$ cat config.mk
export PLATFORM = sky130hd
export DESIGN_NAME = sfd_decoder
export DESIGN_NICKNAME = d
export VERILOG_FILES = /design/src/logic/sfd_pkg.sv /design/src/logic/sfd_u16_order.sv /design/src/logic/sfd_flag_decode.sv /design/src/logic/sfd_decoder.sv
export SDC_FILE = /design/constraint.sdc
export NUM_CORES = 1
export LEC_CHECK = 0
export BUFFER_PORTS_ARGS = -buffer_cell sky130_fd_sc_hd__buf_4
export CAP_MARGIN = 10
export CORE_MARGIN = 2
export CORE_UTILIZATION = 40
export DETAILED_ROUTE_END_ITERATION = 6
export HOLD_SLACK_MARGIN = 0.15
export PLACE_DENSITY = 0.66
export SYNTH_ARGS = -nofsm -noshare
export SYNTH_HDL_FRONTEND = slang
export SYNTH_HIERARCHICAL = 1
export SYNTH_SLANG_ARGS = --single-unit
export TNS_END_PERCENT = 50
$ cat constraint.sdc
create_clock -name i_clk -period 2.4 [get_ports i_clk]
set_input_delay 0.72 -clock i_clk [delete_from_list [all_inputs] [get_ports i_clk]]
set_output_delay 0.72 -clock i_clk [all_outputs]
set_load 0.01 [all_outputs]
$ cat src/logic/sfd_pkg.sv
// Constants, states and register map of the submessage flag decoder
// Operation
// - Split kind octet, flags octet and 16-bit length before kind flags.
// - Flags bit 0 picks byte order: zero big-endian, one little-endian.
// - Kinds 0x06 acknack, 0x15 data, 0x16 data fragment, 0x08 gap.
// - Senders zero unused flags; receiver ignores those positions.
// - Acknack final indication is flags mask 0x02.
// - Acknack final zero asks the writer for a heartbeat reply.
// - Acknack body: reader id, writer id, sequence set, count.
// - Data mask 0x02 marks an inline QoS list present.
// - Data mask 0x04 is the payload-is-data indication.
// - Data mask 0x08 is the payload-is-key indication.
// - Data/key clear means no payload; one set names payload content.
// - Data with both data and key set is invalid and reported.
// - Data mask 0x10 is the non-standard-payload indication.
// - Sixteen extra-flags bits are sent as zero.
// - Inline-QoS offset counts octets from after itself to QoS element.
// - Receiver always advances by that offset, then resumes there.
// - Data fragment mask 0x02 marks an inline QoS list present.
// - Data fragment mask 0x04 zero means data payload, one key payload.
// - Data fragment mask 0x08 is the non-standard-payload indication.
// - Gap mask 0x02 adds group start and end numbers.
// - Gap mask 0x04 appends a filtered change count.
// - Gap body: ids, start, list, optional group numbers, optional count.
package sfd_pkg;
    // ----------------------------------------
    // Submessage kinds
    // ----------------------------------------
    localparam logic [7:0] KIND_ACK     = 8'h06;
    localparam logic [7:0] KIND_GAP     = 8'h08;
    localparam logic [7:0] KIND_DATA    = 8'h15;
    localparam logic [7:0] KIND_FRAG    = 8'h16;
    localparam logic [7:0] KIND_PAD     = 8'h01;
    localparam logic [7:0] KIND_INFO_TS = 8'h09;
    // ----------------------------------------
    // Flag bit positions
    // ----------------------------------------
    localparam int ENDIAN_BIT    = 0;
    localparam int ACK_FINAL_BIT = 1;
    localparam int DATA_QOS_BIT  = 1;
    localparam int DATA_D_BIT    = 2;
    localparam int DATA_K_BIT    = 3;
    localparam int DATA_N_BIT    = 4;
    localparam int FRAG_QOS_BIT  = 1;
    localparam int FRAG_K_BIT    = 2;
    localparam int FRAG_N_BIT    = 3;
    localparam int GAP_G_BIT     = 1;
    localparam int GAP_F_BIT     = 2;
    // ----------------------------------------
    // Register map
    // ----------------------------------------
    localparam logic [11:0] REG_CTRL   = 12'h000;
    localparam logic [11:0] REG_STATUS = 12'h004;
    localparam logic [11:0] REG_SUBCNT = 12'h008;
    localparam logic [11:0] REG_ERRCNT = 12'h00C;
    localparam int          CTRL_EN_BIT = 0;
    localparam int          CTRL_HB_BIT = 1;
    localparam logic [1:0]  CTRL_RST    = 2'h3;
    localparam int          STAT_BODY_BIT  = 16;
    localparam int          STAT_EXTRA_BIT = 17;
    // ----------------------------------------
    // Parser states
    // ----------------------------------------
    typedef enum logic [3:0] {
        ST_KIND   = 4'b0000,
        ST_FLAGS  = 4'b0001,
        ST_LEN0   = 4'b0010,
        ST_LEN1   = 4'b0011,
        ST_EXTRA0 = 4'b0100,
        ST_EXTRA1 = 4'b0101,
        ST_OTIQ0  = 4'b0110,
        ST_OTIQ1  = 4'b0111,
        ST_BODY   = 4'b1000
    } sfd_state_e;
endpackage

$ cat src/logic/sfd_u16_order.sv
// Assembly of a 16-bit field from two wire octets in the selected byte order
`timescale 1ns/1ps
`default_nettype none
module sfd_u16_order (
    input  wire logic        i_little,
    input  wire logic [7:0]  i_first,
    input  wire logic [7:0]  i_second,
    output logic      [15:0] o_value
);
    always_comb begin
        if (i_little) begin
            o_value = {i_second, i_first};
        end else begin
            o_value = {i_first, i_second};
        end
    end
endmodule
`default_nettype wire

$ cat src/logic/sfd_flag_decode.sv
// Per-kind flag extraction from the kind and flags octets
`timescale 1ns/1ps
`default_nettype none
module sfd_flag_decode (
    input  wire logic [7:0] i_kind,
    input  wire logic [7:0] i_flags,
    output logic            o_final,
    output logic            o_inline_qos,
    output logic            o_has_data,
    output logic            o_has_key,
    output logic            o_non_std,
    output logic            o_group_info,
    output logic            o_filtered_cnt,
    output logic            o_dk_invalid
);
    logic is_ack;
    logic is_data;
    logic is_frag;
    logic is_gap;
    // Unused positions never reach any output
    always_comb begin
        is_ack  = (i_kind == sfd_pkg::KIND_ACK);
        is_data = (i_kind == sfd_pkg::KIND_DATA);
        is_frag = (i_kind == sfd_pkg::KIND_FRAG);
        is_gap  = (i_kind == sfd_pkg::KIND_GAP);
        o_final = is_ack & i_flags[sfd_pkg::ACK_FINAL_BIT];
        o_inline_qos = (is_data & i_flags[sfd_pkg::DATA_QOS_BIT])
                     | (is_frag & i_flags[sfd_pkg::FRAG_QOS_BIT]);
        o_has_data = (is_data & i_flags[sfd_pkg::DATA_D_BIT])
                   | (is_frag & ~i_flags[sfd_pkg::FRAG_K_BIT]);
        o_has_key = (is_data & i_flags[sfd_pkg::DATA_K_BIT])
                  | (is_frag & i_flags[sfd_pkg::FRAG_K_BIT]);
        o_non_std = (is_data & i_flags[sfd_pkg::DATA_N_BIT])
                  | (is_frag & i_flags[sfd_pkg::FRAG_N_BIT]);
        o_group_info   = is_gap & i_flags[sfd_pkg::GAP_G_BIT];
        o_filtered_cnt = is_gap & i_flags[sfd_pkg::GAP_F_BIT];
        o_dk_invalid = is_data & i_flags[sfd_pkg::DATA_D_BIT]
                     & i_flags[sfd_pkg::DATA_K_BIT];
    end
endmodule
`default_nettype wire

$ cat src/logic/sfd_decoder.sv
// Submessage header parser with flag outputs, body stream and APB registers
`timescale 1ns/1ps
`default_nettype none
module sfd_decoder #(
    parameter int CNT_W = 16
) (
    input  wire logic        i_clk,
    input  wire logic        i_rstn,
    // APB slave
    input  wire logic        i_psel,
    input  wire logic        i_penable,
    input  wire logic        i_pwrite,
    input  wire logic [11:0] i_paddr,
    input  wire logic [31:0] i_pwdata,
    output logic      [31:0] o_prdata,
    output logic             o_pready,
    output logic             o_pslverr,
    // Octet stream from the peer
    input  wire logic        i_rx_valid,
    input  wire logic [7:0]  i_rx_data,
    input  wire logic        i_rx_last,
    output logic             o_rx_ready,
    // Decoded header
    output logic      [7:0]  o_kind,
    output logic             o_little_endian,
    output logic             o_final,
    output logic             o_inline_qos,
    output logic             o_has_data,
    output logic             o_has_key,
    output logic             o_non_std,
    output logic             o_group_info,
    output logic             o_filtered_cnt,
    output logic             o_dk_invalid,
    output logic             o_in_sub,
    // Body stream
    output logic             o_body_valid,
    output logic      [7:0]  o_body_data,
    output logic             o_body_resume,
    output logic             o_sub_end,
    output logic             o_hb_req
);
    // ----------------------------------------
    // Declarations
    // ----------------------------------------
    sfd_pkg::sfd_state_e state_r;
    logic [1:0]       ctrl_r;
    logic [7:0]       kind_r;
    logic [7:0]       flags_r;
    logic [7:0]       octet_r;
    logic [15:0]      rem_r;
    logic             unb_r;
    logic [15:0]      otiq_r;
    logic [15:0]      pos_r;
    logic             extra_nz_r;
    logic [CNT_W-1:0] subcnt_r;
    logic [CNT_W-1:0] errcnt_r;
    logic [15:0]      len_val;
    logic [15:0]      otiq_val;
    logic             fire;
    logic             body_st;
    logic             last_byte;
    logic             is_df;
    logic             hdr_take;
    logic             wr_en;
    logic             rd_en;
    logic             dec_final;
    logic             dec_qos;
    logic             dec_data;
    logic             dec_key;
    logic             dec_nstd;
    logic             dec_group;
    logic             dec_filt;
    logic             dec_inv;
    logic             addr_ok;

    // ----------------------------------------
    // Stream handshake
    // ----------------------------------------
    assign o_rx_ready = ctrl_r[sfd_pkg::CTRL_EN_BIT];
    assign fire       = i_rx_valid & o_rx_ready;
    assign body_st    = (state_r >= sfd_pkg::ST_EXTRA0);
    assign is_df      = (kind_r == sfd_pkg::KIND_DATA) | (kind_r == sfd_pkg::KIND_FRAG);
    assign hdr_take   = fire & (state_r == sfd_pkg::ST_FLAGS);
    assign last_byte  = fire & body_st & ((~unb_r & (rem_r == 16'h0001)) | i_rx_last);

    // ----------------------------------------
    // Field assembly
    // ----------------------------------------
    sfd_u16_order u_len (
        .i_little (flags_r[sfd_pkg::ENDIAN_BIT]),
        .i_first  (octet_r),
        .i_second (i_rx_data),
        .o_value  (len_val)
    );

    sfd_u16_order u_otiq (
        .i_little (flags_r[sfd_pkg::ENDIAN_BIT]),
        .i_first  (octet_r),
        .i_second (i_rx_data),
        .o_value  (otiq_val)
    );

    sfd_flag_decode u_dec (
        .i_kind         (kind_r),
        .i_flags        (i_rx_data),
        .o_final        (dec_final),
        .o_inline_qos   (dec_qos),
        .o_has_data     (dec_data),
        .o_has_key      (dec_key),
        .o_non_std      (dec_nstd),
        .o_group_info   (dec_group),
        .o_filtered_cnt (dec_filt),
        .o_dk_invalid   (dec_inv)
    );

    // ----------------------------------------
    // Header parser
    // ----------------------------------------
    always_ff @(posedge i_clk or negedge i_rstn) begin
        if (!i_rstn) begin
            state_r <= sfd_pkg::ST_KIND;
            kind_r  <= 8'h00;
            flags_r <= 8'h00;
            octet_r <= 8'h00;
            rem_r   <= 16'h0000;
            unb_r   <= 1'b0;
        end else if (fire) begin
            case (state_r)
                sfd_pkg::ST_KIND: begin
                    kind_r  <= i_rx_data;
                    state_r <= sfd_pkg::ST_FLAGS;
                end
                sfd_pkg::ST_FLAGS: begin
                    flags_r <= i_rx_data;
                    state_r <= i_rx_last ? sfd_pkg::ST_KIND : sfd_pkg::ST_LEN0;
                end
                sfd_pkg::ST_LEN0: begin
                    octet_r <= i_rx_data;
                    state_r <= i_rx_last ? sfd_pkg::ST_KIND : sfd_pkg::ST_LEN1;
                end
                sfd_pkg::ST_LEN1: begin
                    rem_r <= len_val;
                    unb_r <= (len_val == 16'h0000);
                    if (i_rx_last) begin
                        state_r <= sfd_pkg::ST_KIND;
                    end else if (len_val == 16'h0000 &&
                                 (kind_r == sfd_pkg::KIND_PAD ||
                                  kind_r == sfd_pkg::KIND_INFO_TS)) begin
                        state_r <= sfd_pkg::ST_KIND;
                    end else if (is_df) begin
                        state_r <= sfd_pkg::ST_EXTRA0;
                    end else begin
                        state_r <= sfd_pkg::ST_BODY;
                    end
                end
                sfd_pkg::ST_EXTRA0: begin
                    rem_r   <= rem_r - 16'h0001;
                    state_r <= last_byte ? sfd_pkg::ST_KIND : sfd_pkg::ST_EXTRA1;
                end
                sfd_pkg::ST_EXTRA1: begin
                    rem_r   <= rem_r - 16'h0001;
                    state_r <= last_byte ? sfd_pkg::ST_KIND : sfd_pkg::ST_OTIQ0;
                end
                sfd_pkg::ST_OTIQ0: begin
                    octet_r <= i_rx_data;
                    rem_r   <= rem_r - 16'h0001;
                    state_r <= last_byte ? sfd_pkg::ST_KIND : sfd_pkg::ST_OTIQ1;
                end
                sfd_pkg::ST_OTIQ1: begin
                    rem_r   <= rem_r - 16'h0001;
                    state_r <= last_byte ? sfd_pkg::ST_KIND : sfd_pkg::ST_BODY;
                end
                sfd_pkg::ST_BODY: begin
                    rem_r   <= rem_r - 16'h0001;
                    state_r <= last_byte ? sfd_pkg::ST_KIND : sfd_pkg::ST_BODY;
                end
                default: begin
                    state_r <= sfd_pkg::ST_KIND;
                end
            endcase
        end
    end

    // ----------------------------------------
    // Inline QoS offset and skip position
    // ----------------------------------------
    always_ff @(posedge i_clk or negedge i_rstn) begin
        if (!i_rstn) begin
            otiq_r <= 16'h0000;
            pos_r  <= 16'h0000;
        end else if (fire && state_r == sfd_pkg::ST_OTIQ1) begin
            otiq_r <= otiq_val;
            pos_r  <= 16'h0000;
        end else if (fire && state_r == sfd_pkg::ST_BODY && pos_r != 16'hFFFF) begin
            pos_r <= pos_r + 16'h0001;
        end
    end

    // Extra flags are ignored on receive, only reported
    always_ff @(posedge i_clk or negedge i_rstn) begin
        if (!i_rstn) begin
            extra_nz_r <= 1'b0;
        end else if (hdr_take) begin
            extra_nz_r <= 1'b0;
        end else if (fire && (state_r == sfd_pkg::ST_EXTRA0 ||
                              state_r == sfd_pkg::ST_EXTRA1) && i_rx_data != 8'h00) begin
            extra_nz_r <= 1'b1;
        end
    end

    // ----------------------------------------
    // Decoded flags, held until next header
    // ----------------------------------------
    always_ff @(posedge i_clk or negedge i_rstn) begin
        if (!i_rstn) begin
            o_kind          <= 8'h00;
            o_little_endian <= 1'b0;
            o_final         <= 1'b0;
            o_inline_qos    <= 1'b0;
            o_has_data      <= 1'b0;
            o_has_key       <= 1'b0;
            o_non_std       <= 1'b0;
            o_group_info    <= 1'b0;
            o_filtered_cnt  <= 1'b0;
            o_dk_invalid    <= 1'b0;
        end else if (hdr_take) begin
            o_kind          <= kind_r;
            o_little_endian <= i_rx_data[sfd_pkg::ENDIAN_BIT];
            o_final         <= dec_final;
            o_inline_qos    <= dec_qos;
            o_has_data      <= dec_data;
            o_has_key       <= dec_key;
            o_non_std       <= dec_nstd;
            o_group_info    <= dec_group;
            o_filtered_cnt  <= dec_filt;
            o_dk_invalid    <= dec_inv;
        end
    end

    // ----------------------------------------
    // Body stream in wire order
    // ----------------------------------------
    always_ff @(posedge i_clk or negedge i_rstn) begin
        if (!i_rstn) begin
            o_body_valid  <= 1'b0;
            o_body_data   <= 8'h00;
            o_body_resume <= 1'b0;
            o_sub_end     <= 1'b0;
            o_hb_req      <= 1'b0;
            o_in_sub      <= 1'b0;
        end else begin
            o_body_valid  <= fire & (state_r == sfd_pkg::ST_BODY);
            o_body_data   <= i_rx_data;
            o_body_resume <= fire & (state_r == sfd_pkg::ST_BODY) & is_df
                           & (pos_r == otiq_r);
            o_sub_end     <= last_byte;
            o_hb_req      <= last_byte & (o_kind == sfd_pkg::KIND_ACK) & ~o_final
                           & ctrl_r[sfd_pkg::CTRL_HB_BIT];
            o_in_sub      <= hdr_take | (o_in_sub & ~last_byte
                           & ~(fire & state_r == sfd_pkg::ST_KIND));
        end
    end

    // ----------------------------------------
    // APB slave
    // ----------------------------------------
    assign o_pready = 1'b1;
    assign wr_en    = i_psel & i_penable & i_pwrite;
    assign rd_en    = i_psel & ~i_penable & ~i_pwrite;
    assign addr_ok  = (i_paddr == sfd_pkg::REG_CTRL)   | (i_paddr == sfd_pkg::REG_STATUS)
                    | (i_paddr == sfd_pkg::REG_SUBCNT) | (i_paddr == sfd_pkg::REG_ERRCNT);
    assign o_pslverr = i_psel & i_penable & ~addr_ok;

    always_ff @(posedge i_clk or negedge i_rstn) begin
        if (!i_rstn) begin
            ctrl_r <= sfd_pkg::CTRL_RST;
        end else if (wr_en && i_paddr == sfd_pkg::REG_CTRL) begin
            ctrl_r <= i_pwdata[1:0];
        end
    end

    // Counters clear on write; a count in the same cycle leaves the counter at one
    always_ff @(posedge i_clk or negedge i_rstn) begin
        if (!i_rstn) begin
            subcnt_r <= '0;
            errcnt_r <= '0;
        end else begin
            if (hdr_take) begin
                subcnt_r <= (wr_en && i_paddr == sfd_pkg::REG_SUBCNT) ?
                            CNT_W'(1) : subcnt_r + CNT_W'(1);
            end else if (wr_en && i_paddr == sfd_pkg::REG_SUBCNT) begin
                subcnt_r <= '0;
            end
            if (hdr_take && dec_inv) begin
                errcnt_r <= (wr_en && i_paddr == sfd_pkg::REG_ERRCNT) ?
                            CNT_W'(1) : errcnt_r + CNT_W'(1);
            end else if (wr_en && i_paddr == sfd_pkg::REG_ERRCNT) begin
                errcnt_r <= '0;
            end
        end
    end

    always_ff @(posedge i_clk or negedge i_rstn) begin
        if (!i_rstn) begin
            o_prdata <= 32'h0000_0000;
        end else if (rd_en) begin
            case (i_paddr)
                sfd_pkg::REG_CTRL:   o_prdata <= {30'h0000_0000, ctrl_r};
                sfd_pkg::REG_STATUS: o_prdata <= {14'h0000, extra_nz_r, o_in_sub,
                                                  flags_r, kind_r};
                sfd_pkg::REG_SUBCNT: o_prdata <= 32'(subcnt_r);
                sfd_pkg::REG_ERRCNT: o_prdata <= 32'(errcnt_r);
                default:             o_prdata <= 32'h0000_0000;
            endcase
        end
    end
endmodule
`default_nettype wire

==> flow_metrics.py <==
metrics = {
    "routing": {
        "drc": 0,
        "drtPass1Iterations": 5,
        "via_per_inst": 5.407,
        "wirelength_um": 21670,
        "wl_per_cell_um": 17.39,
        "num_vias": 6737,
        "ant_nets": 0,
        "drtIter0Drc": 515,
    },
    "placement": {
        "hpwl_um": 15570,
        "place.gp.congestion": 0.9231,
        "post-place-cells": 1214,
        "portBuffers": 78,
        "dp_slack_ps": 18.06,
        "dpl-instance-area_um2": 9549,
    },
    "floorplan": {
        "io_pins": 124,
        "start_util_pct": 40.50,
        "die_x_um": 149.4,
        "core_area_um2": 20890,
        "fp.dieH_um": 149.4,
        "rows": 53,
        "die_area_um2": 22330,
    },
    "timing": {
        "min_period_over_period_pct": 98.09,
        "hold_ws_ps": 200.8,
        "fin_skew_ps": 10.30,
        "setup_ws_ps": 45.83,
        "finalHoldViolCount": 0,
        "slew_violations": 0,
        "tns_ps": 0,
        "finalCriticalPeriod_ps": 2354,
        "maxSlewHeadroom_pct": 38.30,
        "setup_viol": 0,
        "clock.fmax_ghz": 0.4248,
        "tightest_slew_ps": 922.1,
    },
    "global_route": {
        "grt_max_degree": 50,
        "grt_usage_pct": 20.09,
        "grt_pass1_vias": 6557,
        "grt_overflow": 0,
        "antenna_found_initial": 0,
        "grt_pass1_wl_um": 35120,
    },
    "logic_synthesis": {
        "ys_seq_elements": 159,
        "syn_area_um2": 8459,
        "post-synth-top-count-cell": "dfrtp_1",
        "synth_cells": 852,
        "synth_edf_count": 0,
        "synth_commonest_cells": "dfrtp_1, nand2_1, nor2_1",
        "synthArstFlopShare_pct": 100.0,
        "synth_area_leaders": "dfrtp_1, mux2_2, nand2_1",
        "synth.distinct_cells": 61,
        "syn_avg_cell_area_um2": 9.929,
        "ys.warnings.count": 6,
        "synth_top_area_cell": "dfrtp_1",
        "netlist.area_leader.share_pct": 46.44,
        "ys_seq_area_share_pct": 47.06,
        "synthFlopType": "dfrtp_1",
    },
    "critical_path": {
        "r2r_cells": 5,
        "worstSetupStartpointType": "primary input",
        "reg2reg_from": "state_r[2]",
        "end_kind": "output pin",
        "cp-endpoint": "o_pslverr",
        "r2r_end": "pos_r[15]",
        "cp.required_ps": 1680,
        "critPathMaxFanout": 2,
        "crit_type": "in -> out",
        "reg2reg_slack_ps": 130,
        "critPathLaunch": "i_paddr[11]",
        "arrival_ps": 1630,
    },
    "final_layout": {
        "fin_nets": 1022,
        "fill_cells": 1976,
        "diodes": 0,
        "stdcell_area_um2": 10120,
        "instances_no_fill": 1246,
        "layout-drive-gt1-share_pct": 27.19,
        "area_growth_pct": 19.60,
    },
    "clock_tree": {
        "ctsHoldBuffers": 0,
        "cts_buffers": 17,
        "path_clk_slew_ps": 70,
        "clock_path_buffers": 2,
        "tritoncts": "done",
        "root_buffer": "clkbuf_16",
        "clk_latency_ps": 420,
        "htreeDepth": 4,
        "cts_num_sinks": 159,
    },
    "outcome": {
        "status": "finished, final reports clean",
    },
    "power": {
        "power.leakage_uw": 0.004739,
        "powerDensity_nw_per_um2": 541.4,
        "irDropWorstVdd_uv": 463.3,
    },
    "worst_hold_path": {
        "min_path_type": "in -> async",
    },
    "run": {
        "cap_violations": 0,
    },
}
==> critical path: stages <==
cell     delay [ps]
buf_4           120
nor4_4          300
nand3_1         150
and3_1          210
buf_4           140
==> layer usage <==
layer  part of all wire (%)  GRT usage [%]  vias to the layer above
met1                     47          28.38                     3307
met2                     46          30.69                      191
met3                    4.8          3.506                       30
met5                      0              0                        -
met4                    2.7          8.095                        0
li1                       -              -                     3209
==> timing repair <==
| item | CTS | global route |
|---|---|---|
| buffers inserted | 0 | 0 |
| setup endpoints to repair | 0 | 6 |
| hold endpoints to repair | 0 | 0 |
| resized for setup | 0 | 3 |
==> cell type report <==
| type | instances | area (um^2) | share of cell area, % |
|---|---|---|---|
| Clock buffer | 18 | 439.2 | 4.341 |
| Sequential cell | 159 | 3983 | 39.36 |
| Inverter | 9 | 33.78 | 0.3339 |
| Timing Repair Buffer | 127 | 994.7 | 9.832 |
| Tap cell | 275 | 344.1 | 3.401 |
| Multi-Input combinational cell | 644 | 4215 | 41.66 |
| Clock inverter | 14 | 107.6 | 1.064 |
==> cells in the final DEF, fill, tap and decap left out, drive strengths merged, types with 6 or more instances in the layout <==
cell type / synthesis / routed
conb: 2 / 15
xor2: 23 / 23
a22oi: 18 / 18
nor2: 76 / 76
inv: 9 / 15
nor4b: 6 / 6
mux2: 82 / 82
buf: 24 / 127
and3: 7 / 7
o31ai: 14 / 14
nand4: 25 / 25
nor4: 22 / 22
a21oi: 23 / 23
xnor2: 32 / 32
clkbuf: 29 / 18
nor3: 30 / 30
o21ai: 23 / 23
nand2: 147 / 147
dfrtp: 157 / 157
nand3: 35 / 35
==> through the flow <==
step | total power [uW] | util (%)
final | 5478 | 48.43
after global routing | 5680 | 48.43
after CTS | 5531 | 48.33
after detailed placement | 2987 | 45.71
after global placement | 2986 | 45.71
after floorplan | 2836 | -
==> worst min-delay path by stage <==
stage | cells past startpoint | start | endpoint
CTS | 1 | i_rstn | o_prdata[12]
global placement | 2 | flags_r[7] | flags_r[7]
floorplan | 0 | i_rstn | errcnt_r[0]
global route | 1 | i_rstn | o_prdata[12]
detailed placement | 2 | flags_r[4] | flags_r[4]
finish | 1 | i_rstn | o_prdata[12]
==> flip-flops by register name (all words and copies together), names as in the netlist, 2 cells and up <==
| name | count |
|---|---|
| state_r | 4 |
| rem_r | 16 |
| subcnt_r | 16 |
| errcnt_r | 16 |
| otiq_r | 16 |
| o_body_data | 8 |
| octet_r | 8 |
| kind_r | 8 |
| o_kind | 8 |
| pos_r | 16 |
| o_prdata | 18 |
| ctrl_r | 2 |
| flags_r | 8 |
==> where the power goes <==
part           internal, uW  switching (uW)  leakage, uW  total, uW
clock network          1370            1170     0.000264       2540
registers              2690            3.75      0.00218       2690
logic                  87.1             159      0.00230        246
total                  4140            1340      0.00474       5480
==> cell families after synthesis <==
group	Yosys count	share of synthesized area, %
DFF	159	47.06
xor gates and xnor gates	55	5.694
adders and majority gates	5	0.7395
and+or+nand+nor	382	21.83
buffers and inverters	62	4.171
AOI/OAI and AO/OA	100	7.721
muxes	87	12.69
other	2	0.08878
Power figures use the tool's default switching activity.
